### config.mk
export PLATFORM = sky130hd
export DESIGN_NAME = bbm_master_flat
export DESIGN_NICKNAME = d
export VERILOG_FILES = /design/src/logic/bbm_pkg.sv /design/src/logic/bbm_if.sv /design/src/logic/bbm_master.sv /design/src/flat_wrapper.sv
export VERILOG_INCLUDE_DIRS = /design/src /design/src/logic
export SDC_FILE = /design/constraint.sdc
export NUM_CORES = 1
export LEC_CHECK = 0
export BUFFER_PORTS_ARGS = -buffer_cell sky130_fd_sc_hd__buf_2
export CAP_MARGIN = 20
export CORE_UTILIZATION = 45
export DETAILED_ROUTE_END_ITERATION = 6
export PLACE_DENSITY = 0.77
export SYNTH_ARGS = -nofsm -noshare
export SYNTH_HDL_FRONTEND = slang
export SYNTH_SLANG_ARGS = --single-unit
### constraint.sdc
create_clock -name clock -period 2.9 [get_ports clock]
set_input_delay 0.58 -clock clock [delete_from_list [all_inputs] [get_ports clock]]
set_output_delay 0.58 -clock clock [all_outputs]
set_load 0.01 [all_outputs]
### src/logic/bbm_regs.svh
// constants for the burst bus master and its responder end
`ifndef BBM_REGS_SVH
`define BBM_REGS_SVH
`define BBM_ADDR_W    32
`define BBM_DATA_W    32
`define BBM_BE_W      4
`define BBM_CNT_W     7
`define BBM_MAX_BURST 7'h40
`define BBM_MEM_WORDS 64
`define BBM_MEM_AW    6
`define BBM_RDQ_DEPTH 4
`define BBM_RDQ_AW    2
`endif

### src/logic/bbm_pkg.sv
// types shared by both ends of the burst bus
`include "bbm_regs.svh"
package bbm_pkg;
  typedef logic [`BBM_ADDR_W-1:0] bbm_addr_t;
  typedef logic [`BBM_DATA_W-1:0] bbm_data_t;
  typedef logic [`BBM_BE_W-1:0]   bbm_be_t;
  typedef logic [`BBM_CNT_W-1:0]  bbm_cnt_t;
  typedef enum logic [1:0] {MsIdle, MsWrAddr, MsWrData, MsRdAddr} bbm_mstate_t;
  typedef enum logic [1:0] {RsIdle, RsWrite} bbm_rstate_t;
endpackage

### src/logic/bbm_if.sv
// burst bus between master and responder
`include "bbm_regs.svh"
interface bbm_if;
  logic [`BBM_ADDR_W-1:0] address;
  logic [`BBM_CNT_W-1:0]  burstCount;
  logic                   read;
  logic                   write;
  logic [`BBM_DATA_W-1:0] writeData;
  logic [`BBM_BE_W-1:0]   byteEnable;
  logic                   flush;
  logic                   waitRequest;
  logic [`BBM_DATA_W-1:0] readData;
  logic                   readDataValid;
  modport master (
    output address, burstCount, read, write, writeData, byteEnable, flush,
    input  waitRequest, readData, readDataValid
  );
  modport responder (
    input  address, burstCount, read, write, writeData, byteEnable, flush,
    output waitRequest, readData, readDataValid
  );
endinterface

### src/logic/bbm_master.sv
// master end: issues write and read bursts on the burst bus
`include "bbm_regs.svh"
// Behaviour
// - fabric locks target for whole burst
// - idle cycles inside bursts are tolerated
// - burst opens with address and word count
// - responder derives later burst addresses
// - both read and write bursts supported
// - exactly b transfers, never abandoned
// - new read burst before old returns
// - write burst taken when stall low
// - address and count held during write
// - write strobe may drop to pause
// - stalled write holds mask, data, address
// - read address phase ends stall low
// - read words marked by valid strobe
// - responder may pause read data
// - master always accepts read words
// - responder returns exactly count words
// - read word registered every valid cycle
// - controls held through address phase
// - flush cancels pending reads
// - read words return in issue order
module bbm_master (
  // system
  input  wire logic                clock,
  input  wire logic                rst_n,
  // bus
  bbm_if.master                    bus,
  // command
  input  wire logic                cmdValid,
  input  wire logic                cmdWrite,
  input  wire bbm_pkg::bbm_addr_t  cmdAddr,
  input  wire bbm_pkg::bbm_cnt_t   cmdCount,
  input  wire bbm_pkg::bbm_be_t    cmdBe,
  output logic                     cmdReady,
  // write words
  input  wire logic                wrValid,
  input  wire bbm_pkg::bbm_data_t  wrData,
  output logic                     wrTaken,
  // read words, flush and write done
  input  wire logic                flushReq,
  output logic                     rdValid,
  output bbm_pkg::bbm_data_t       rdData,
  output bbm_pkg::bbm_cnt_t        rdPending,
  output logic                     wrDone
);
  typedef struct packed {
    // burst control
    bbm_pkg::bbm_mstate_t st;
    bbm_pkg::bbm_addr_t   addr;
    bbm_pkg::bbm_cnt_t    cnt;
    bbm_pkg::bbm_cnt_t    left;
    logic                 rd;
    logic                 wr;
    bbm_pkg::bbm_data_t   wdata;
    bbm_pkg::bbm_be_t     be;
    logic                 flush;
    // user side pulses and levels
    logic                 ready;
    logic                 taken;
    logic                 done;
    // returned read words
    logic                 rdv;
    bbm_pkg::bbm_data_t   rdata;
    bbm_pkg::bbm_cnt_t    pend;
  } bbm_ms_t;

  bbm_ms_t s_q, s_d;
  logic    accept;
  logic    gotWord;
  logic    lastBeat;
  logic    loadWord;

  // a zero count would be an empty burst, which the bus cannot express
  function automatic bbm_pkg::bbm_cnt_t clampCount(input bbm_pkg::bbm_cnt_t c);
    if (c == 7'h00) return 7'h01;
    if (c > `BBM_MAX_BURST) return `BBM_MAX_BURST;
    return c;
  endfunction

  // owed read words: less one returned word, plus a newly accepted burst
  function automatic bbm_pkg::bbm_cnt_t owedNext(input bbm_pkg::bbm_cnt_t owed,
      input logic got, input logic add, input bbm_pkg::bbm_cnt_t len);
    bbm_pkg::bbm_cnt_t r;
    r = owed;
    if (got && r != 7'h00) begin
      r = r - 7'h01;
    end
    if (add) begin
      r = r + len;
    end
    return r;
  endfunction

  always_comb begin
    s_d = s_q;
    accept = (s_q.rd || s_q.wr) && !bus.waitRequest;
    gotWord = bus.readDataValid;
    lastBeat = accept && s_q.wr && (s_q.left == 7'h01);
    loadWord = 1'b0;
    // one-cycle pulses fall back every cycle
    s_d.taken = 1'b0;
    s_d.done  = 1'b0;
    s_d.flush = 1'b0;
    s_d.ready = 1'b0;
    // no back-pressure on returned words: every one is taken
    s_d.rdv = gotWord;
    if (gotWord) begin
      s_d.rdata = bus.readData;
    end
    s_d.pend = owedNext(s_q.pend, gotWord, 1'b0, s_q.cnt);
    case (s_q.st)
      // waiting for a command or a flush request
      bbm_pkg::MsIdle: begin
        if (cmdValid && s_q.ready) begin
          s_d.addr = cmdAddr;
          s_d.cnt  = clampCount(cmdCount);
          s_d.left = clampCount(cmdCount);
          s_d.be   = cmdBe;
          if (cmdWrite) begin
            s_d.st = bbm_pkg::MsWrAddr;
            s_d.wr = wrValid;
            s_d.wdata = wrData;
            s_d.taken = wrValid;
          end else begin
            s_d.st = bbm_pkg::MsRdAddr;
            s_d.rd = 1'b1;
          end
        end else begin
          // flush only from idle, so no read address is ever open with it
          s_d.ready = !flushReq;
          s_d.flush = flushReq;
        end
      end
      // write burst: address and count stay put; only data and strobe move
      bbm_pkg::MsWrAddr, bbm_pkg::MsWrData: begin
        if (accept) begin
          s_d.left = s_q.left - 7'h01;
          s_d.wr   = 1'b0;
          s_d.st   = bbm_pkg::MsWrData;
        end
        if (lastBeat) begin
          s_d.st    = bbm_pkg::MsIdle;
          s_d.done  = 1'b1;
          s_d.ready = 1'b1;
        end
        // a word just taken is still on offer for a cycle; never take it twice
        loadWord = (accept || !s_q.wr) && !lastBeat && wrValid && !s_q.taken;
        if (loadWord) begin
          s_d.wr = 1'b1;
          s_d.wdata = wrData;
          s_d.taken = 1'b1;
        end
      end
      // read address phase: held until the responder lets it through
      bbm_pkg::MsRdAddr: begin
        if (accept) begin
          s_d.rd = 1'b0;
          s_d.st = bbm_pkg::MsIdle;
          s_d.ready = 1'b1;
          s_d.pend = owedNext(s_q.pend, gotWord, 1'b1, s_q.cnt);
        end
      end
      default: begin
        s_d.st = bbm_pkg::MsIdle;
      end
    endcase
    // words still on the way are dropped by the responder
    if (s_q.flush) begin
      s_d.pend = 7'h00;
    end
  end

  always_ff @(posedge clock or negedge rst_n) begin
    if (!rst_n) begin
      s_q <= '{st: bbm_pkg::MsIdle, default: '0};
    end else begin
      s_q <= s_d;
    end
  end

  // bus side
  assign bus.address    = s_q.addr;
  assign bus.burstCount = s_q.cnt;
  assign bus.read       = s_q.rd;
  assign bus.write      = s_q.wr;
  assign bus.writeData  = s_q.wdata;
  assign bus.byteEnable = s_q.be;
  assign bus.flush      = s_q.flush;

  // user side
  assign cmdReady       = s_q.ready;
  assign wrTaken        = s_q.taken;
  assign wrDone         = s_q.done;
  assign rdValid        = s_q.rdv;
  assign rdData         = s_q.rdata;
  assign rdPending      = s_q.pend;
endmodule

### src/flat_wrapper.sv
// flat-port wrapper written by rule: the top's interface ports become plain ports
module bbm_master_flat 
  (clock, rst_n, cmdValid, cmdWrite, cmdAddr, cmdCount, cmdBe, cmdReady, wrValid, wrData, wrTaken, flushReq, rdValid, rdData, rdPending, wrDone, bus_address, bus_burstCount, bus_read, bus_write, bus_writeData, bus_byteEnable, bus_flush, bus_waitRequest, bus_readData, bus_readDataValid);
  bbm_if bus_i ();
  input  wire logic clock;
  input  wire logic rst_n;
  input  wire logic cmdValid;
  input  wire logic cmdWrite;
  input  wire bbm_pkg::bbm_addr_t cmdAddr;
  input  wire bbm_pkg::bbm_cnt_t cmdCount;
  input  wire bbm_pkg::bbm_be_t cmdBe;
  output logic cmdReady;
  input  wire logic wrValid;
  input  wire bbm_pkg::bbm_data_t wrData;
  output logic wrTaken;
  input  wire logic flushReq;
  output logic rdValid;
  output bbm_pkg::bbm_data_t rdData;
  output bbm_pkg::bbm_cnt_t rdPending;
  output logic wrDone;
  output wire logic [$bits(bus_i.address)-1:0] bus_address;
  output wire logic [$bits(bus_i.burstCount)-1:0] bus_burstCount;
  output wire logic [$bits(bus_i.read)-1:0] bus_read;
  output wire logic [$bits(bus_i.write)-1:0] bus_write;
  output wire logic [$bits(bus_i.writeData)-1:0] bus_writeData;
  output wire logic [$bits(bus_i.byteEnable)-1:0] bus_byteEnable;
  output wire logic [$bits(bus_i.flush)-1:0] bus_flush;
  input wire logic [$bits(bus_i.waitRequest)-1:0] bus_waitRequest;
  input wire logic [$bits(bus_i.readData)-1:0] bus_readData;
  input wire logic [$bits(bus_i.readDataValid)-1:0] bus_readDataValid;
  assign bus_address = bus_i.address;
  assign bus_burstCount = bus_i.burstCount;
  assign bus_read = bus_i.read;
  assign bus_write = bus_i.write;
  assign bus_writeData = bus_i.writeData;
  assign bus_byteEnable = bus_i.byteEnable;
  assign bus_flush = bus_i.flush;
  assign bus_i.waitRequest = bus_waitRequest;
  assign bus_i.readData = bus_readData;
  assign bus_i.readDataValid = bus_readDataValid;
  bbm_master u_core (.clock(clock), .rst_n(rst_n), .bus(bus_i), .cmdValid(cmdValid), .cmdWrite(cmdWrite), .cmdAddr(cmdAddr), .cmdCount(cmdCount), .cmdBe(cmdBe), .cmdReady(cmdReady), .wrValid(wrValid), .wrData(wrData), .wrTaken(wrTaken), .flushReq(flushReq), .rdValid(rdValid), .rdData(rdData), .rdPending(rdPending), .wrDone(wrDone));
endmodule
# == After elaboration in Yosys (flattened, before gate mapping) ==
# Index checks and enable logic that the tools add are counted.
# word_totals
elab_cells,99
ram_bits,0
regBits,130
latchBits,0
output_inout_bits,121
in_bits,115
rom_bits,0
memories,0
# op_classes
div_mod_pow,0
n_shift,0
bitwise_logic,0
add_sub_neg,3
eq_ne,12
muxes,41
reduce_logical,27
magnitude_cmp,1
multipliers,0
# ops
cell,count
86-bit 2-to-1 mux,1
7-bit 2-to-1 mux,11
33-bit 2-to-1 mux,2
33-bit one-hot mux with 2 select lines,1
1-bit 2-to-1 mux,16
7-bit one-hot mux with 2 select lines,1
7-bit by 1-bit subtractor with 7-bit output (second input constant),2
4-bit AND reduction,3
2-bit 2-to-1 mux,5
1-bit logical AND,8
2-bit by 1-bit inequality test with 1-bit output (second input constant),4
7-bit adder,1
7-bit by 1-bit equality test with 1-bit output (second input constant),1
7-bit greater-than comparator (second input constant),1
7-bit logical NOT,1
7-bit nonzero test,1
3-bit by 1-bit inequality test with 1-bit output (second input constant),2
2-bit one-hot mux with 3 select lines,1
3-bit AND reduction,2
1-bit logical NOT,5
2-bit equality test (second input constant),2
2-bit inequality test (second input constant),2
1-bit one-hot mux with 2 select lines,2
2-bit nonzero test,2
other kinds (6),7

# == Logic depth before layout (Yosys ltp) ==
# Gate-level depths: netlist of the first run.
# depth
depth_word,11
mapped_depth,12
mapped_depth_nobuf,12

# == Least setup slack after synthesis of the first run ==
# No wires, ideal clock.
# synth_path
path_type,reg2reg
startpoint,register u_core.s_q (netlist bit u_core.rdPending[2])
endpoint,register u_core.s_q (netlist bit u_core.rdPending[5])
path_stages_with_launch,10
slack_ps,96
t_arrival_ps,2677
required_ps,2774
period_less_slack_ps,2804
cell_sequence,dfrtp_1 -> or4_4 -> o21ai_2 -> mux2i_1 -> ha_1 -> a21o_1 -> o21ba_2 -> o22ai_1 -> nor4_1 -> a311o_1
# synth_rtl
element,line,source
start: declaration,bbm_master.sv:69,"bbm_ms_t s_q, s_d;"
start signal: assignment,bbm_master.sv:177,"s_q <= '{st: bbm_pkg::MsIdle, default: '0};"
start signal: assignment,bbm_master.sv:179,s_q <= s_d;

==> results of run 1 <==
path summary, 6_finish.rpt:
| kind | endpoint | from | slack, ns |
|---|---|---|---|
| worst max-delay path | u_core.rdPending[5] | u_core.rdPending[0] | 0.11 |
| worst min-delay path | u_core.bus.address[27] | rst_n | 0.10 |
| worst max register to register | u_core.rdPending[5] | u_core.rdPending[0] | 0.11 |
| worst min register to register | u_core.bus.writeData[30] | u_core.bus.writeData[30] | 0.47 |
| max in group asynchronous | u_core.rdData[30] | rst_n | 1.94 |
| min in group clock | u_core.bus.writeData[29] | wrData[29] | 0.39 |
power by group through the flow:
stage               Combinational [W]  Sequential [W]  Clock, W
detailed placement            0.00321         0.00293         0
global placement              0.00310         0.00290         0
finish                        0.00325         0.00291   0.00227
floorplan                     0.00279         0.00284         0
CTS                           0.00322         0.00292   0.00232
global route                  0.00362         0.00301   0.00240
critical path, delay by kind of cell (launching register included):
| kind | cells | cell delay, ns |
|---|---|---|
| AOI/OAI and AO/OA | 5 | 1.07 |
| adders and majority gates | 2 | 0.44 |
| DFF | 1 | 0.41 |
| and+or+nand+nor | 2 | 0.38 |
| muxes | 1 | 0.26 |
| buffers and inverters | 1 | 0.09 |
cell usage in the layout (no fill, tap or decap), drive strengths merged, types with 2 or more instances in the layout:
cell type	instances
nand2	86
o21bai	2
o41ai	2
a21oi	17
mux2i	4
a221o	2
a21o	3
clkinvlp	2
and4	2
nor2	24
nor4	4
buf	250
nor3	7
bufinv	4
clkinv	6
ha	11
o22ai	3
clkbuf	17
nand3	5
o21ai	54
nand3b	2
mux2	70
and3	2
dfrtp	130
nand2b	6
inv	15
o21ba	2
xnor2	3
a211oi	4
or4	2
a31o	2
a31oi	2
per-layer routing:
| metal | vias up | track usage (%) | wire, um |
|---|---|---|---|
| met5 | - | 0 | 0 |
| met4 | 0 | 8.46 | 284 |
| met3 | 18 | 5.76 | 1070 |
| met2 | 187 | 29.3 | 6540 |
| met1 | 2131 | 21.8 | 5770 |
| li1 | 2263 | - | - |
what timing repair did:
| action | 4_1_cts | 5_1_grt |
|---|---|---|
| buffers inserted | 0 | 2 |
| setup endpoints to repair | 1 | 3 |
| gates resized for setup | 1 | 6 |
| pin swaps | 0 | 3 |
cells by family after synthesis:
| logic type | Yosys count |
|---|---|
| and+or+nand+nor | 148 |
| buffers and inverters | 151 |
| adders and majority gates | 12 |
| muxes | 74 |
| AOI/OAI and AO/OA | 102 |
| xor gates and xnor gates | 3 |
| DFF | 130 |
sequential cells by signal (all words and copies together) (netlist names):
name,flops
u_core.wrTaken,1
u_core.bus.flush,1
u_core.wrDone,1
u_core.bus.address,32
u_core.s_q,9
u_core.bus.read,1
u_core.rdValid,1
u_core.bus.write,1
u_core.bus.byteEnable,4
u_core.rdPending,7
u_core.cmdReady,1
u_core.bus.writeData,32
u_core.bus.burstCount,7
u_core.rdData,32
stage by stage:
stage               instances  setup slack [ns]  total power, W  utilization [%]
detailed placement        909            0.0303         0.00614             50.9
finish                    943             0.112         0.00844             55.7
global route              943           0.00736         0.00904             55.7
CTS                       941            0.0302         0.00846             55.4
global placement          909            0.0808         0.00600             50.9
floorplan                 620            0.0963         0.00563                -
area by class of cell:
type	count	area (um^2)
clock buffer	17	425
tap	180	225
fill	1214	6210
inverter	12	45.0
multi-input combinational	339	2360
clock inverter	15	205
timing repair buffer	250	1320
sequential	130	3250
==> results.md, run 1 <==
- Drt via density: 4.88
- First drt pass iteration count: 4
- Cell with the most instances after synthesis: dfrtp_1
- Final Max Tran Viols: 0
- Max Freq: 359 MHz
- Post-route ant nets: 0
- Largest net degree at the start of global routing: 65
- Max clock buf depth: 2
- Sw power: 0.00302 W
- Mapped Area: 0.00656 mm^2
- CP Class: flop to flop
- CTS tree: yes
- Die width: 123 um
- Synth unique cells: 55
- CP Cell Sequence: inv_1 > ha_1 > or2b_4 > o21ai_4 > mux2i_1 > ha_1 > a21o_1 > o21ba_2 > o22ai_2 > nor4_1 > a311o_1
- RSZ-0062 raised after global routing: no
- Sum of negative setup slack: 0 ns
- Hold_buf cts: 0
- Initial Util: 46.7%
- Leak pwr: 3.95 nW
- FF+latch count, synth: 130
- Worst path slowest cell: dfrtp_1
- Sequential element share of the synthesized area: 49.6%
- Layout cells sized above 1: 48.6%
- CP startpoint kind: flop
- Main combinational cell family by area after synthesis: buffers and inverters
- Final period utilization: 96.1%
- Antenna Cells: 0
- Vias: 4599
- First-pass GRT wire length: 20800 um
- Root Buffer: clkbuf_16
- Simple-Gate Fraction of Synth Area: 10.3%
- Status: finished clean
- Worst-Margin Slew: 0.709 ns
- Sw Share: 35.8%
- Slew HR: 52.7%
- CP Max Fanout: 3
- Predominant post-synthesis flop cell: dfrtp_1
- Clock skew: 0.00669 ns
- PD cells: 1080 mW/mm^2
- Initial antenna violation count: 0
- Fin. Hold Viols: 0
- DP HPWL: 10000 um
- Syn avg cell area: 10.6 um^2
- Total congestion overflow: 0
- Worst Setup End Kind: flop
- Most common library cells after synthesis: dfrtp_1 (130), buf_4 (114), nand2_1 (86)
- Post-synthesis mux area share: 12.6%
- I/O pins: 236
- Async S/R FF share, synth: 100%
- H-tree levels: 4
- Critical path arrival: 3.08 ns
- PortBufs: 235
- CTS Buf Count: 17
- Post-synthesis compound-gate area fraction: 9.38%
- Int Power: 0.00542 W
- Post-Route WL: 13700 um
- Max-Cap Viols: 0
- Area grow syn2layout: 19.3%
- Adder-cell area share of the yosys netlist: 2.40%
- CORE AREA: 0.0140 mm^2
- Clk_lat worst skew: 0.41 ns
- Hold Path Class: input port to asynchronous set/reset pin
- Vias in the first global route: 4357
- Die height: 123 um
- Routability Congestion: 0.798
- Post-synth EDFFs: 0
- FF-to-FF path depth: 11
- Max incr delay on CP: 0.41 ns
- Final #Nets: 877
- Hold Slack: 0.103 ns
- Clock Power Share: 26.9%
- Syn Nets: 747
- Area share of the largest cell type after synthesis: 49.6%
- Clock tree sinks: 130
- Iteration-0 DRC count of the detailed router: 303
- Rows: 43
- Finished Cell Area: 0.00783 mm^2
- Final setup vio count: 0
- Sequential power share: 34.5%
- Comb power frac: 38.6%
- Synth area leaders: dfrtp_1 (50%), buf_4 (13%), mux2_2 (12%)
- Synth Instances: 620
- Tmin final: 2.79 ns
- Xor and xnor area share after synthesis: 0.400%
- DIE AREA: 0.0151 mm^2
- Drt wl/cell: 14.5 um
- Synth Warn #: 0
- Register clock-pin slew on the reported worst setup and hold paths: 0.06 ns
- Critical Path RT: 3.19 ns
- Total global-route track usage: 18.1%
- Placement Cell Area: 0.00714 mm^2
- VDD IR max: 0.505 mV
- Post-synth top area cell: dfrtp_1
- Most used cell, CP: ha_1
- DRC: 0
Power figures use the tool's default switching activity.
==> run 2: changes to the inputs <==
- CELL_PAD_IN_SITES_DETAIL_PLACEMENT: unset -> 0
- CELL_PAD_IN_SITES_GLOBAL_PLACEMENT: unset -> 2
- CORE_UTILIZATION: 45 -> 27
- HOLD_SLACK_MARGIN: unset -> 0.12
==> run 2 against run 1 <==
Sequential power is essentially flat. Largest power group unchanged. Non-clock buffer count is 2 higher. Cell count is 15% higher. Highest routed layer is now met5. First-iteration DRC count fell by 44%. Global-route usage fell by 5.7 points. Worst setup slack improved by 0.0096 ns.
==> results.md, run 2 (synthesis gave the netlist of run 1 again) <==
- Status: finished clean
- Sw power: 0.00310 W
- Sw Share: 37.0%
- DRC: 0
- I/O pins: 236
- Leak pwr: 3.94 nW
- Total global-route track usage: 12.4%
- Setup slack, reg-to-reg: 0.12 ns
- Comb power frac: 39.1%
- Clock Power Share: 26.3%
- First drt pass iteration count: 4
- Die width: 158 um
- Reg-to-Reg Start: u_core.rdPending[3]
- Max clock buf depth: 2
- Area grow syn2layout: 21.9%
- CP Max Fanout: 5
- Total power: 0.00838 W
- Clk_lat worst skew: 0.42 ns
- Critical Path RT: 3.20 ns
- Post-Route WL: 15700 um
- Largest net degree at the start of global routing: 65
- Sequential power share: 34.6%
- Vias: 4639
- CP Cell Sequence: or4_4 > nor2_4 > nor2_1 > mux2_2 > ha_4 > o21ai_0 > o21ba_2 > o22ai_2 > and4_1 > a311o_1
- Dpl cells: 1052
- Initial Util: 27.7%
- CP startpoint: u_core.rdPending[3]
- PD cells: 1050 mW/mm^2
- PortBufs: 235
- CTS tree: yes
- Max incr delay on CP: 0.59 ns
- Final #Nets: 879
- DIE AREA: 0.0249 mm^2
- Clock skew: 0.0185 ns
- Clock tree sinks: 130
- Worst Setup End Kind: flop
- Final setup vio count: 0
- Rows: 56
- Finished Cell Area: 0.00800 mm^2
- Setup crit end: u_core.rdPending[5]
- Tmin final: 2.78 ns
- Layout cells sized above 1: 49.2%
- Initial antenna violation count: 2
- DP HPWL: 11600 um
- First-pass GRT wire length: 23500 um
- VDD IR max: 0.391 mV
- Commonest non-fill, non-tap cell in the layout: buf_2
- Vias in the first global route: 4466
- Worst-Margin Slew: 0.630 ns
- CP startpoint kind: flop
- Die height: 158 um
- CORE AREA: 0.0237 mm^2
- Total congestion overflow: 0
- Drt via density: 4.28
- Hold_buf cts: 0
- Drt wl/cell: 14.5 um
- WP depth: 10
- Worst path slowest cell: or4_4
- Post-route ant nets: 0
- FF-to-FF path depth: 10
- Bufs and invs on worst path: 0
- Final period utilization: 95.8%
- Max-Cap Viols: 0
- Slew HR: 58.0%
- H-tree levels: 4
- Int Power: 0.00528 W
- Final Max Tran Viols: 0
- Post-route insts no fill: 1085
- CP Class: flop to flop
- Root Buffer: clkbuf_16
- CTS Buf Count: 17
- Hold Path Class: input port to asynchronous set/reset pin
- Fin. Hold Viols: 0
- Reg-to-reg endpoint: u_core.rdPending[5]
- Critical path arrival: 3.08 ns
- Routability Congestion: 0.784
- Most frequent cells in the layout: buf_2 (234), dfrtp_1 (130), nand2_1 (86), mux2_2 (70), o21ai_0 (48)
- Register clock-pin slew on the reported worst setup and hold paths: 0.07 ns
- Placement Cell Area: 0.00735 mm^2
- Iteration-0 DRC count of the detailed router: 170
- Worst path top cell family by delay: simple AND/OR/NAND/NOR gates
- Max Freq: 360 MHz
[run 2: cell count changes in the layout (fill, tap and decap cells not counted), sizes merged]
cell,change
clkinv,-3
inv,+3
buf,+2
bufinv,-2
clkbuf,+1
clkinvlp,+1
diode,+1
[run 2: stage by stage]
step                      setup slack, ns   TNS, ns  hold WS [ns]  utilization (%)
after detailed placement           0.0413         0         0.466             31.0
after CTS                          0.0223         0         0.162             33.6
final                               0.121         0         0.137             33.8
after floorplan                    0.0963         0         0.284                -
after global routing             -0.00621  -0.00621         0.183             33.8
after global placement             0.0511         0         0.456             31.0
[run 2: area by class of cell]
cell class,instances,area [um^2]
fillers,2474,15700
flip-flops and latches,130,3250
multi-input cells,339,2360
repair buffers,252,1340
clock buffers,18,439
well taps,319,399
clock inverters,14,169
inverters,12,45.0
diodes,1,2.50
[run 2: how the worst min path moves through the flow]
stage	endpoint	slack (ns)	cells after the start
CTS	u_core.rdData[24]	0.16	1
floorplan	u_core.bus.address[0]	0.28	0
detailed placement	u_core.bus.writeData[27]	0.47	2
global route	u_core.rdData[18]	0.18	1
global placement	u_core.bus.writeData[9]	0.46	2
finish	u_core.rdData[24]	0.14	1
[run 2: timing repair]
action	in CTS	in global routing
setup endpoints to repair	0	3
resized for setup	0	9
buffers inserted	0	0
[run 2: layer usage]
| layer | global-route usage, % | routed length, um | vias up | part of all wire [%] |
|---|---|---|---|---|
| met1 | 15.2 | 7060 | 2174 | 45 |
| met4 | 3.33 | 117 | 2 | 0.74 |
| met2 | 19.8 | 6990 | 183 | 44 |
| met5 | 0 | 11 | - | 0.070 |
| li1 | - | - | 2268 | - |
| met3 | 5.47 | 1550 | 12 | 9.8 |
[run 2: power by group through the flow]
| stage | Clock [W] | Sequential [W] | Combinational, W |
|---|---|---|---|
| global route | 0.00234 | 0.00300 | 0.00369 |
| finish | 0.00220 | 0.00290 | 0.00328 |
| detailed placement | 0 | 0.00293 | 0.00329 |
| global placement | 0 | 0.00290 | 0.00327 |
| CTS | 0.00228 | 0.00291 | 0.00328 |
| floorplan | 0 | 0.00284 | 0.00279 |
==> run 3: changes to the inputs <==
- ABC_AREA: unset -> 1
- CORE_UTILIZATION: 27 -> 26
- SKIP_LAST_GASP: unset -> 1
==> run 3 against run 2 <==
Die area is 8.0% higher. Sequential share of layout area is 0.83 points lower. Cell count is 12% higher. Worst setup slack better by 0.15 ns. Clock-buffer cell count is 2 higher. Clock power is 6% higher. Clock skew is 0.011 ns lower. Synthesized cell count is 21% higher. First-iteration DRC count is 42% higher. Routed wire length is 6.6% higher. Combinational power is 6.4% lower. Sequential power is 4% lower. Critical endpoint is now u_core.rdPending[6]. Highest routed layer is now met4.
==> results.md, run 3 <==
- Status: finished clean
- Initial antenna violation count: 0
- Post-Route WL: 16800 um
- Largest net degree at the start of global routing: 66
- Synth area leaders: dfrtp_1 (48%), buf_4 (13%), nand2_1 (13%)
- CP Max Fanout: 8
- PortBufs: 235
- Clock skew: 0.00777 ns
- First-pass GRT wire length: 26100 um
- CORE AREA: 0.0255 mm^2
- I/O pins: 236
- Antenna Cells: 0
- Adder-cell area share of the yosys netlist: 2.31%
- Sequential element share of the synthesized area: 47.6%
- Hold Path Class: input port to flop
- Max Freq: 381 MHz
- Max-Cap Viols: 0
- Most frequent cells in the layout: buf_2 (234), nand2_1 (227), dfrtp_1 (130), inv_1 (36), mux2_2 (32)
- Total congestion overflow: 0
- Drt wl/cell: 13.8 um
- Synth Warn #: 0
- Drt via density: 4.13
- Commonest non-fill, non-tap cell in the layout: buf_2
- Clock tree sinks: 130
- Final #Nets: 1003
- VDD IR max: 0.348 mV
- Post-synth EDFFs: 0
- Post-synthesis compound-gate area fraction: 8.39%
- Final setup vio count: 0
- Synth Instances: 753
- Hold Slack: 0.358 ns
- Reg-to-Reg Start: u_core.rdPending[0]
- Syn avg cell area: 9.07 um^2
- Initial Util: 26.8%
- Vias: 5029
- Setup slack, reg-to-reg: 0.27 ns
- Leak pwr: 4.31 nW
- Syn Nets: 880
- Setup crit end: u_core.rdPending[6]
- Predominant post-synthesis flop cell: dfrtp_1
- Post-route insts no fill: 1219
- Max clock buf depth: 2
- First drt pass iteration count: 4
- CP startpoint: u_core.rdPending[0]
- Worst-Margin Slew: 0.751 ns
- Critical Path RT: 3.24 ns
- RSZ-0062 raised after global routing: no
- Worst Setup End Kind: flop
- Cell with the most instances after synthesis: nand2_1
- Die width: 164 um
- Synth unique cells: 38
- Finished Cell Area: 0.00817 mm^2
- Die height: 164 um
- Area grow syn2layout: 19.6%
- Routability Congestion: 0.766
- Iteration-0 DRC count of the detailed router: 241
- Tmin final: 2.63 ns
- Post-synthesis mux area share: 5.28%
- Vias in the first global route: 4967
- Main combinational cell family by area after synthesis: simple AND/OR/NAND/NOR gates
- Total global-route track usage: 12.7%
- Register clock-pin slew on the reported worst setup and hold paths: 0.06 ns
- Simple-Gate Fraction of Synth Area: 18.7%
- Final period utilization: 90.6%
- Sum of negative setup slack: 0 ns
- Dpl cells: 1186
- Fin. Hold Viols: 0
- H-tree levels: 4
- Rows: 58
- FF-to-FF path depth: 19
- Slew HR: 49.8%
- Async S/R FF share, synth: 100%
- CTS Buf Count: 17
- Post-route ant nets: 0
- PD cells: 1000 mW/mm^2
- DP HPWL: 11800 um
- Placement Cell Area: 0.00750 mm^2
- Clk_lat worst skew: 0.42 ns
- DRC: 0
- CTS tree: yes
- Layout cells sized above 1: 41.4%
- FF+latch count, synth: 130
- Area share of the largest cell type after synthesis: 47.6%
- Most common library cells after synthesis: nand2_1 (228), dfrtp_1 (130), buf_4 (114)
- Reg-to-reg endpoint: u_core.rdPending[6]
- CP Class: flop to flop
- Critical path arrival: 2.97 ns
- Post-synth top area cell: dfrtp_1
- Xor and xnor area share after synthesis: 0.513%
- Final Core Density: 32.1%
- Final Max Tran Viols: 0
- Mapped Area: 0.00683 mm^2
- Root Buffer: clkbuf_16
- CP startpoint kind: flop
- DIE AREA: 0.0269 mm^2
## run 3: per-stage QoR
stage	worst slack, ns	power, W
finish	0.272	0.00818
global route	0.0137	0.00887
CTS	0.0115	0.00831
detailed placement	0.0485	0.00589
global placement	0.0567	0.00588
floorplan	0.415	0.00545
## run 3: final cells by class
cell class / instances / area (um^2)
inverters: 43 / 161
fillers: 2701 / 17300
repair buffers: 242 / 1270
multi-input cells: 442 / 2430
clock inverters: 12 / 180
flip-flops and latches: 130 / 3250
well taps: 330 / 413
clock buffers: 20 / 457
## run 3: worst min-delay path by stage
| stage | startpoint | endpoint | slack, ns | cells past startpoint |
|---|---|---|---|---|
| 2_1_floorplan | rst_n | u_core.bus.address[0] | 0.28 | 0 |
| 3_3_place_gp | u_core.bus.address[21] | u_core.bus.address[21] | 0.45 | 2 |
| 3_5_place_dp | u_core.bus.address[30] | u_core.bus.address[30] | 0.45 | 2 |
| 4_1_cts | cmdAddr[2] | u_core.bus.address[2] | 0.33 | 3 |
| 5_1_grt | cmdAddr[16] | u_core.bus.address[16] | 0.35 | 3 |
| 6_report | cmdAddr[26] | u_core.bus.address[26] | 0.36 | 3 |
## run 3: logic make-up (layout without fill, tap and decap cells)
family	Yosys count	count (layout)
adder cells (fa/ha/maj)	12	12
XOR/XNOR	4	4
AO/OA/AOI/OAI	84	84
AND/OR/NAND/NOR	310	310
flip-flops	130	130
multiplexers	32	32
buffers and inverters	181	317
## run 3: routing by layer
| metal | vias up | wire length [um] | part of all wire [%] | track usage (%) |
|---|---|---|---|---|
| met3 | 15 | 1300 | 7.8 | 4.09 |
| li1 | 2537 | - | - | - |
| met5 | - | 0 | 0 | 0 |
| met4 | 0 | 204 | 1.2 | 4.38 |
| met2 | 194 | 7640 | 46 | 20.6 |
| met1 | 2283 | 7620 | 45 | 15.7 |
## run 3: power by group
| part | total, W | internal [W] | switching [W] | leakage, nW |
|---|---|---|---|---|
| combinational | 0.00307 | 0.00117 | 0.00191 | 2.37 |
| sequential | 0.00277 | 0.00238 | 0.000384 | 1.63 |
| clock | 0.00234 | 0.00149 | 0.000852 | 0.307 |
## run 3: worst max-delay path, cell delays in order (launching register included)
cell and delay [ns]:
dfrtp_1 0.42, inv_2 0.11, ha_2 0.21, inv_1 0.05, nor2_1 0.14, nand3_1 0.14
nand2_4 0.13, inv_1 0.11, o21ai_1 0.13, and2_1 0.16, ha_1 0.28, nand2_1 0.08
nand2_1 0.07, nand2_1 0.08, nand3_1 0.08, nand2_1 0.06, nand3_1 0.08, nand2_1 0.08
nand2_1 0.04, nor2_1 0.08
## run 3: timing repair
item	4_1_cts	5_1_grt
buffers inserted	0	0
gates resized for setup	0	9
hold buffers	1	0
hold endpoints to repair	3	0
endpoints found under the setup margin	0	5
